[config.mk]
export PLATFORM = sky130hd
export DESIGN_NAME = rvt_ring_validation
export DESIGN_NICKNAME = d
export VERILOG_FILES = /design/src/rtl/rvt_pkg.sv /design/src/rtl/rvt_tick_div.sv /design/src/rtl/rvt_ring_validation.sv
export SDC_FILE = /design/constraint.sdc
export NUM_CORES = 1
export LEC_CHECK = 0
export BUFFER_PORTS_ARGS = -buffer_cell sky130_fd_sc_hd__buf_2
export CAP_MARGIN = 20
export CORE_ASPECT_RATIO = 1.1
export CORE_MARGIN = 2
export CORE_UTILIZATION = 54
export CTS_BUF_LIST = sky130_fd_sc_hd__clkbuf_2
export CTS_CLUSTER_DIAMETER = 60
export DETAILED_ROUTE_END_ITERATION = 7
export HOLD_SLACK_MARGIN = 0.1
export PLACE_DENSITY_LB_ADDON = 0.08
export SETUP_SLACK_MARGIN = 0.15
export SYNTH_ARGS = -nofsm -noshare
export SYNTH_HDL_FRONTEND = slang
export SYNTH_SLANG_ARGS = --single-unit
[constraint.sdc]
create_clock -name sys_clk -period 5.86 [get_ports sys_clk]
set_input_delay 1.172 -clock sys_clk [delete_from_list [all_inputs] [get_ports sys_clk]]
set_output_delay 1.172 -clock sys_clk [all_outputs]
set_load 0.01 [all_outputs]
[src/rtl/rvt_pkg.sv]
// package: register map, field layout, timing constants and states
package rvt_pkg;
  // clock rate and base time units
  localparam int unsigned CLK_FREQ_KHZ  = 200_000;
  localparam int unsigned TICK_MS       = 1;
  localparam int unsigned STEP_MS       = 2;
  localparam int unsigned CYCLES_PER_MS = CLK_FREQ_KHZ * TICK_MS;
  localparam int unsigned CYCLES_PER_STEP = CLK_FREQ_KHZ * STEP_MS;

  // register offsets
  localparam logic [7:0] DLY_CTL_OFFSET = 8'h17;
  localparam logic [7:0] AST_CTL_OFFSET = 8'h18;

  // reset values
  localparam logic [7:0] DLY_CTL_RESET = 8'h2d;
  localparam logic [7:0] AST_CTL_RESET = 8'h19;

  // field positions, delay/timeout/confirm register
  localparam int unsigned DELAY_TOP_BIT = 7;
  localparam int unsigned TIMEOUT_MSB   = 6;
  localparam int unsigned TIMEOUT_LSB   = 3;
  localparam int unsigned CONFIRM_MSB   = 2;
  localparam int unsigned CONFIRM_LSB   = 0;

  // field positions, assertion control register
  localparam int unsigned ENABLE_BIT    = 7;
  localparam int unsigned RESERVED_BIT  = 6;
  localparam int unsigned ASSERT_MSB    = 5;
  localparam int unsigned ASSERT_LSB    = 0;

  // step sizes of the delay and timeout codes, in ms
  localparam logic [10:0] DELAY_STEP_MS   = 11'h100;
  localparam logic [10:0] TIMEOUT_STEP_MS = 11'h080;

  // confirmation times in ms, indexed by code
  localparam logic [10:0] CONFIRM_MS_0 = 11'h064;
  localparam logic [10:0] CONFIRM_MS_1 = 11'h096;
  localparam logic [10:0] CONFIRM_MS_2 = 11'h0c8;
  localparam logic [10:0] CONFIRM_MS_3 = 11'h100;
  localparam logic [10:0] CONFIRM_MS_4 = 11'h180;
  localparam logic [10:0] CONFIRM_MS_5 = 11'h200;
  localparam logic [10:0] CONFIRM_MS_6 = 11'h280;
  localparam logic [10:0] CONFIRM_MS_7 = 11'h400;

  // validation sequence, gray coded
  typedef enum logic [1:0] {
    RVT_IDLE    = 2'b00,
    RVT_CONFIRM = 2'b01,
    RVT_DELAY   = 2'b11,
    RVT_VALID   = 2'b10
  } rvt_state_t;
endpackage : rvt_pkg

[src/rtl/rvt_tick_div.sv]
// module: free-running divider giving a one-cycle tick every DIV cycles
module rvt_tick_div #(
  parameter int unsigned DIV = 200_000
) (
  input  wire logic sys_clk,
  input  wire logic rst,
  output logic      tick
);
  logic [31:0] countReg;

  // count down, tick on wrap; a long period keeps the divider free-running
  always_ff @(posedge sys_clk or posedge rst) begin
    if (rst) begin
      countReg <= 32'h0000_0000;
      tick     <= 1'b0;
    end else if (countReg == 32'h0000_0000) begin
      countReg <= 32'(DIV - 1);
      tick     <= 1'b1;
    end else begin
      countReg <= countReg - 32'h0000_0001;
      tick     <= 1'b0;
    end
  end
endmodule : rvt_tick_div

[src/rtl/rvt_ring_validation.sv]
// module: ring validation timing with its two control registers
// Functional notes
// - A programmable 0/256/512/.../1792 ms delay separates validation from the valid indication.
// - The ring is over when the 128 ms-step timeout has run since the latest crossing.
// - Frequency must stay in limits for the coded confirmation time before the ring is valid.
// - With the enable bit clear no validation is applied; set, it runs in every power mode.
// - Each crossing loads the qualification timer with the assertion time; it decrements every 2 ms.
// - A crossing that finds the timer already at zero means too low a frequency and invalidates.
// - The least spacing of crossings is assertion time minus max-frequency limit, in 2 ms steps.
// - A crossing that finds the timer above the max-frequency limit means too high a frequency.
// - The two low delay bits come from the neighbouring register and join the top bit here.
module rvt_ring_validation
  import rvt_pkg::*;
#(
  parameter int unsigned MS_CYCLES   = rvt_pkg::CYCLES_PER_MS,
  parameter int unsigned STEP_CYCLES = rvt_pkg::CYCLES_PER_STEP
) (
  input  wire logic       sys_clk,
  input  wire logic       rst,
  input  wire logic       regWrEn,
  input  wire logic       regRdEn,
  input  wire logic [7:0] regAddr,
  input  wire logic [7:0] regWrData,
  output logic      [7:0] regRdData,
  input  wire logic [1:0] ring_delay_low_bits,
  input  wire logic [5:0] ring_max_freq_limit,
  input  wire logic       tipRingCross,
  output logic            ringValid,
  output logic            ringInvalidated,
  output logic            ringOver
);
  import rvt_pkg::*;

  logic [7:0]  dlyCtl_reg;
  logic [7:0]  astCtl_reg;
  logic        sync1_reg;
  logic        sync2_reg;
  logic        sync3_reg;
  logic        stable_reg;
  logic        crossEvent;
  logic        msTick;
  logic        stepTick;
  logic [5:0]  qualTimer_reg;
  logic [10:0] sinceEventMs_reg;
  logic [10:0] phaseMs_reg;
  rvt_state_t  state_reg;
  rvt_state_t  state_next;
  logic        tooLow;
  logic        tooHigh;
  logic        timedOut;
  logic [10:0] confirmMs;
  logic [10:0] delayMs;
  logic [10:0] timeoutMs;
  logic        ring_validation_enable;
  logic [5:0]  assertTime;
  logic [2:0]  ring_confirm_time_code;
  logic [3:0]  ring_timeout_code;
  logic        ring_delay_top_bit;

  // field extraction
  assign ring_validation_enable = astCtl_reg[ENABLE_BIT];
  assign assertTime             = astCtl_reg[ASSERT_MSB:ASSERT_LSB];
  assign ring_delay_top_bit     = dlyCtl_reg[DELAY_TOP_BIT];
  assign ring_timeout_code      = dlyCtl_reg[TIMEOUT_MSB:TIMEOUT_LSB];
  assign ring_confirm_time_code = dlyCtl_reg[CONFIRM_MSB:CONFIRM_LSB];

  // millisecond base for confirm, delay and timeout
  rvt_tick_div #(
    .DIV (MS_CYCLES)
  ) u_ms_div (
    .sys_clk (sys_clk),
    .rst     (rst),
    .tick    (msTick)
  );

  // 2 ms step for the qualification timer
  rvt_tick_div #(
    .DIV (STEP_CYCLES)
  ) u_step_div (
    .sys_clk (sys_clk),
    .rst     (rst),
    .tick    (stepTick)
  );

  // register writes; reserved bit is held at zero whatever is written
  always_ff @(posedge sys_clk or posedge rst) begin
    if (rst) begin
      dlyCtl_reg <= DLY_CTL_RESET;
      astCtl_reg <= AST_CTL_RESET;
    end else if (regWrEn) begin
      if (regAddr == DLY_CTL_OFFSET) begin
        dlyCtl_reg <= regWrData;
      end
      if (regAddr == AST_CTL_OFFSET) begin
        astCtl_reg <= regWrData & ~(8'h01 << RESERVED_BIT);
      end
    end
  end

  // registered read data; unmapped addresses read zero
  always_ff @(posedge sys_clk or posedge rst) begin
    if (rst) begin
      regRdData <= 8'h00;
    end else if (regRdEn) begin
      if (regAddr == DLY_CTL_OFFSET) begin
        regRdData <= dlyCtl_reg;
      end else if (regAddr == AST_CTL_OFFSET) begin
        regRdData <= astCtl_reg;
      end else begin
        regRdData <= 8'h00;
      end
    end
  end

  // three-flop synchroniser for the line-side crossing level
  always_ff @(posedge sys_clk or posedge rst) begin
    if (rst) begin
      sync1_reg  <= 1'b0;
      sync2_reg  <= 1'b0;
      sync3_reg  <= 1'b0;
      stable_reg <= 1'b0;
    end else begin
      sync1_reg <= tipRingCross;
      sync2_reg <= sync1_reg;
      sync3_reg <= sync2_reg;
      if (sync2_reg == sync3_reg) begin
        stable_reg <= sync3_reg;
      end
    end
  end

  // a crossing counts once, on the agreed rising change
  assign crossEvent = (sync2_reg == sync3_reg) && sync3_reg && !stable_reg;

  // qualification timer: load on each crossing, count down per step
  always_ff @(posedge sys_clk or posedge rst) begin
    if (rst) begin
      qualTimer_reg <= 6'h00;
    end else if (crossEvent) begin
      qualTimer_reg <= assertTime;
    end else if (stepTick && qualTimer_reg != 6'h00) begin
      qualTimer_reg <= qualTimer_reg - 6'h01;
    end
  end

  // ms since latest crossing, saturating so a dead line stays timed out
  always_ff @(posedge sys_clk or posedge rst) begin
    if (rst) begin
      sinceEventMs_reg <= 11'h000;
    end else if (crossEvent) begin
      sinceEventMs_reg <= 11'h000;
    end else if (msTick && sinceEventMs_reg != 11'h7ff) begin
      sinceEventMs_reg <= sinceEventMs_reg + 11'h001;
    end
  end

  // ms spent in the current phase, cleared on every state change
  always_ff @(posedge sys_clk or posedge rst) begin
    if (rst) begin
      phaseMs_reg <= 11'h000;
    end else if (state_next != state_reg) begin
      phaseMs_reg <= 11'h000;
    end else if (tooLow || tooHigh) begin
      phaseMs_reg <= 11'h000;
    end else if (msTick && phaseMs_reg != 11'h7ff) begin
      phaseMs_reg <= phaseMs_reg + 11'h001;
    end
  end

  // confirmation time lookup
  always_comb begin
    unique case (ring_confirm_time_code)
      3'd0: confirmMs = CONFIRM_MS_0;
      3'd1: confirmMs = CONFIRM_MS_1;
      3'd2: confirmMs = CONFIRM_MS_2;
      3'd3: confirmMs = CONFIRM_MS_3;
      3'd4: confirmMs = CONFIRM_MS_4;
      3'd5: confirmMs = CONFIRM_MS_5;
      3'd6: confirmMs = CONFIRM_MS_6;
      3'd7: confirmMs = CONFIRM_MS_7;
    endcase
  end

  // delay joins the neighbour's low bits; timeout code 0 is not guarded
  assign delayMs = 11'({ring_delay_top_bit, ring_delay_low_bits})
                   * DELAY_STEP_MS;
  assign timeoutMs = 11'(ring_timeout_code) * TIMEOUT_STEP_MS;

  // frequency checks on a subsequent crossing; spacing window is
  assign tooLow  = crossEvent && state_reg != RVT_IDLE
                   && qualTimer_reg == 6'h00;
  assign tooHigh = crossEvent && state_reg != RVT_IDLE
                   && qualTimer_reg > ring_max_freq_limit;
  assign timedOut = state_reg != RVT_IDLE && !crossEvent
                    && sinceEventMs_reg >= timeoutMs;

  // validation sequence
  always_comb begin
    state_next = state_reg;
    if (!ring_validation_enable) begin
      state_next = RVT_IDLE;
    end else if (timedOut) begin
      state_next = RVT_IDLE;
    end else if (tooLow || tooHigh) begin
      state_next = RVT_CONFIRM;
    end else begin
      unique case (state_reg)
        RVT_IDLE: begin
          if (crossEvent) begin
            state_next = RVT_CONFIRM;
          end
        end
        RVT_CONFIRM: begin
          if (phaseMs_reg >= confirmMs) begin
            state_next = RVT_DELAY;
          end
        end
        RVT_DELAY: begin
          if (phaseMs_reg >= delayMs) begin
            state_next = RVT_VALID;
          end
        end
        RVT_VALID: begin
          state_next = RVT_VALID;
        end
      endcase
    end
  end

  always_ff @(posedge sys_clk or posedge rst) begin
    if (rst) begin
      state_reg <= RVT_IDLE;
    end else begin
      state_reg <= state_next;
    end
  end

  // outputs; with validation off the detector level passes straight on
  always_ff @(posedge sys_clk or posedge rst) begin
    if (rst) begin
      ringValid       <= 1'b0;
      ringInvalidated <= 1'b0;
      ringOver        <= 1'b0;
    end else begin
      if (!ring_validation_enable) begin
        ringValid <= stable_reg;
      end else begin
        ringValid <= (state_next == RVT_VALID);
      end
      ringInvalidated <= ring_validation_enable
                         && (tooLow || tooHigh);
      ringOver <= ring_validation_enable && timedOut;
    end
  end
endmodule : rvt_ring_validation

==> impl_metrics.ini <==
[status]
status = completed

[synth]
yosysMostFrequentCell = dfrtp_1
yosys-top-cells-area = dfrtp_1 44%, ha_1 6.7%, xnor2_1 6.0%
yosysWarningCount = 0
yosysSeqAreaShare_pct = 47.13
synth.largest_area_cell = dfrtp_1
synthesis.instances = 671
synth_edf_count = 0
synth_ff_type = dfrtp_1
synth.net_count = 736
ys_types = 64
synth-seq-cells = 126
post_synth.cell_area_avg_um2 = 9.998
syn_area_um2 = 6709
ys_top_cells_by_count = 119 x dfrtp_1, 99 x nor2_1, 65 x nand2_1
yosysTopAreaCellShare_pct = 44.39
ys_async_sr_fraction_pct = 100.0

[routing]
vias = 4812
wl_met3_um = 394
vias_per_cell = 5.437
drc_errors = 0
wl_per_cell_um = 14.09
postRouteAntennaNets = 0
dr.pass1.iters = 5
routed_wirelength_mm = 12.47
wl_met1_mm = 5.546
drt-initial-drc-count = 350
top_layer = met4
wl_met2_mm = 6.306

[clock_network]
cts_tree = done
postCtsSetupBuffers = 0
clockBufferDepth = 2
cts.sinks = 126
htreeDepth = 4
clk_pin_slew_ns = 0.19
numCtsBuffers = 17
hold_buffers = 0
cts-root-buf = clkbuf_2
clkLatencyLatePin_ns = 0.70
cts_resized = 0

[pwr]
power.density_nw_per_um2 = 221.4
irDropWorstVdd_v = 0.0001741
p_leak_nw = 3.393

[finish]
syn_to_final_growth_pct = 9.586
fillerInstances = 1056
nNetsFinal = 782
reg_top3 = u_ms_div.countReg x32, u_step_div.countReg x32
drive_above_1_share_pct = 17.95

[setup_path]
cp_num_buf_inv = 1
cp-end-kind = flop
cp.arrival_ns = 3.57
crit_chain = or4_4, nor4b_2, nor4b_2, nand3_1, inv_2, nor2_1, mux2_2
slowest_delay_ns = 0.55
cp_max_fo = 22
crit_path_frequent_cell = nor4b_2
cp_top_family = simple AND/OR/NAND/NOR gates
cp-start-kind = flop
required_ns = 6.47
critPathKind = reg -> reg
cp_slowest_cell = or4_4

[placement]
place_congestion = 0.8070
dpl.hpwl_mm = 8.888
numPortBuffers = 39

[global_route]
antenna_found_initial = 1
grt-ovfl-total = 0
grt_pass1_vias = 4795
grt_pass1_wl_mm = 21.53
grt_max_degree = 83
gr-usage-all-layers_pct = 20.82

[timing]
hold_viol_final = 0
max_slew_margin_pct = 39.61
skew_ns = 0.02122
worst_pin_slew_ns = 0.8984
setup_viol = 0
rsz0062_at_grt = false
tns_ns = 0
whs_ns = 0.3480
drv_slew = 0
fmax_mhz = 337.1
period_needed_ns = 2.967
fin_crit_sh_pct = 50.63

[floorplan]
ioPinCount = 40
core-area_um2 = 12090
fp-row-count = 42
dieArea_um2 = 13330
start_util_pct = 55.51
fp.dieW_um = 110.3
die_y_um = 120.9

[job]
max_cap_violations = 0

[worst_hold_path]
hold_class = in -> async
logic make-up (layout without fill, tap and decap cells):
family,Yosys count,in the layout,share of synthesized area (%)
AND/OR/NAND/NOR,296,296,23.18
adder cells (fa/ha/maj),36,36,6.714
buffers and inverters,52,111,3.171
XOR/XNOR,68,68,8.877
AO/OA/AOI/OAI,67,67,6.621
flip-flops,126,126,47.13
other,0,1,0
multiplexers,26,26,4.308
cells in the final DEF (no fill, tap or decap), drive strengths merged, types with 3 or more instances in the layout:
master | synthesis | final
o21a | 4 | 4
nand2 | 67 | 67
or4 | 9 | 9
bufinv | 0 | 4
nor2 | 99 | 99
and3 | 6 | 6
a211oi | 3 | 3
or3 | 8 | 8
inv | 37 | 38
ha | 36 | 36
mux2i | 3 | 3
nand3 | 15 | 15
xor2 | 22 | 22
mux2 | 23 | 23
clkinv | 0 | 9
a211o | 3 | 3
dfstp | 7 | 7
clkbuf | 11 | 18
a22oi | 7 | 7
xnor2 | 46 | 46
nor3 | 22 | 22
nor4b | 5 | 5
nand3b | 3 | 3
nor2b | 12 | 12
o21ai | 15 | 15
dfrtp | 119 | 119
nand2b | 8 | 8
nand4 | 9 | 9
or2 | 5 | 5
a21oi | 21 | 21
buf | 4 | 42
nor4 | 17 | 17
through the flow:
step / total power [mW] / setup slack [ns] / instance area (µm²) / instances / utilization [%]
floorplan: 0.9894 / 1.344 / 6709 / 671 / -
global route: 1.719 / 2.520 / 7352 / 885 / 60.83
CTS: 1.651 / 2.858 / 7322 / 883 / 60.58
finish: 1.628 / 2.893 / 7352 / 885 / 60.83
global placement: 1.023 / 2.557 / 7041 / 851 / 58.25
detailed placement: 1.028 / 2.477 / 7041 / 851 / 58.25
where the power goes:
part	total [mW]	leakage, nW	switching [mW]	internal, mW
registers	0.904	1.61	0.0150	0.889
logic	0.109	1.61	0.0634	0.0453
clock network	0.615	0.170	0.331	0.284
path summary, 6_finish.rpt:
check | startpoint | endpoint | slack [ns] | cells past startpoint
worst max register to register | u_ms_div.countReg[14] | u_ms_div.countReg[29] | 2.89 | 7
worst min-delay path | rst | u_step_div.countReg[5] | 0.35 | 2
min in group sys_clk | sync1_reg | sync2_reg | 0.38 | 0
worst max-delay path | u_ms_div.countReg[14] | u_ms_div.countReg[29] | 2.89 | 7
worst min register to register | sync1_reg | sync2_reg | 0.38 | 0
max in group asynchronous | rst | astCtl_reg[4] | 4.31 | 4
layer usage:
metal / vias up / GRT usage [%]
li1: 2405 / -
met1: 2324 / 25.19
met2: 63 / 34.93
met3: 20 / 5.854
met4: 0 / 8.047
met5: - / 0
final cells by class:
cell class                      instances  area [µm²]  area share, %
Clock buffer                           18       90.09          1.225
Multi-Input combinational cell        493        3334          45.35
Antenna cell                            1       2.502        0.03404
Tap cell                              154       192.7          2.621
Clock inverter                         14       191.4          2.604
Inverter                               37       141.4          1.923
Timing Repair Buffer                   42       237.7          3.233
Sequential cell                       126        3162          43.01
No activity file was read; power rests on OpenSTA's default activity.
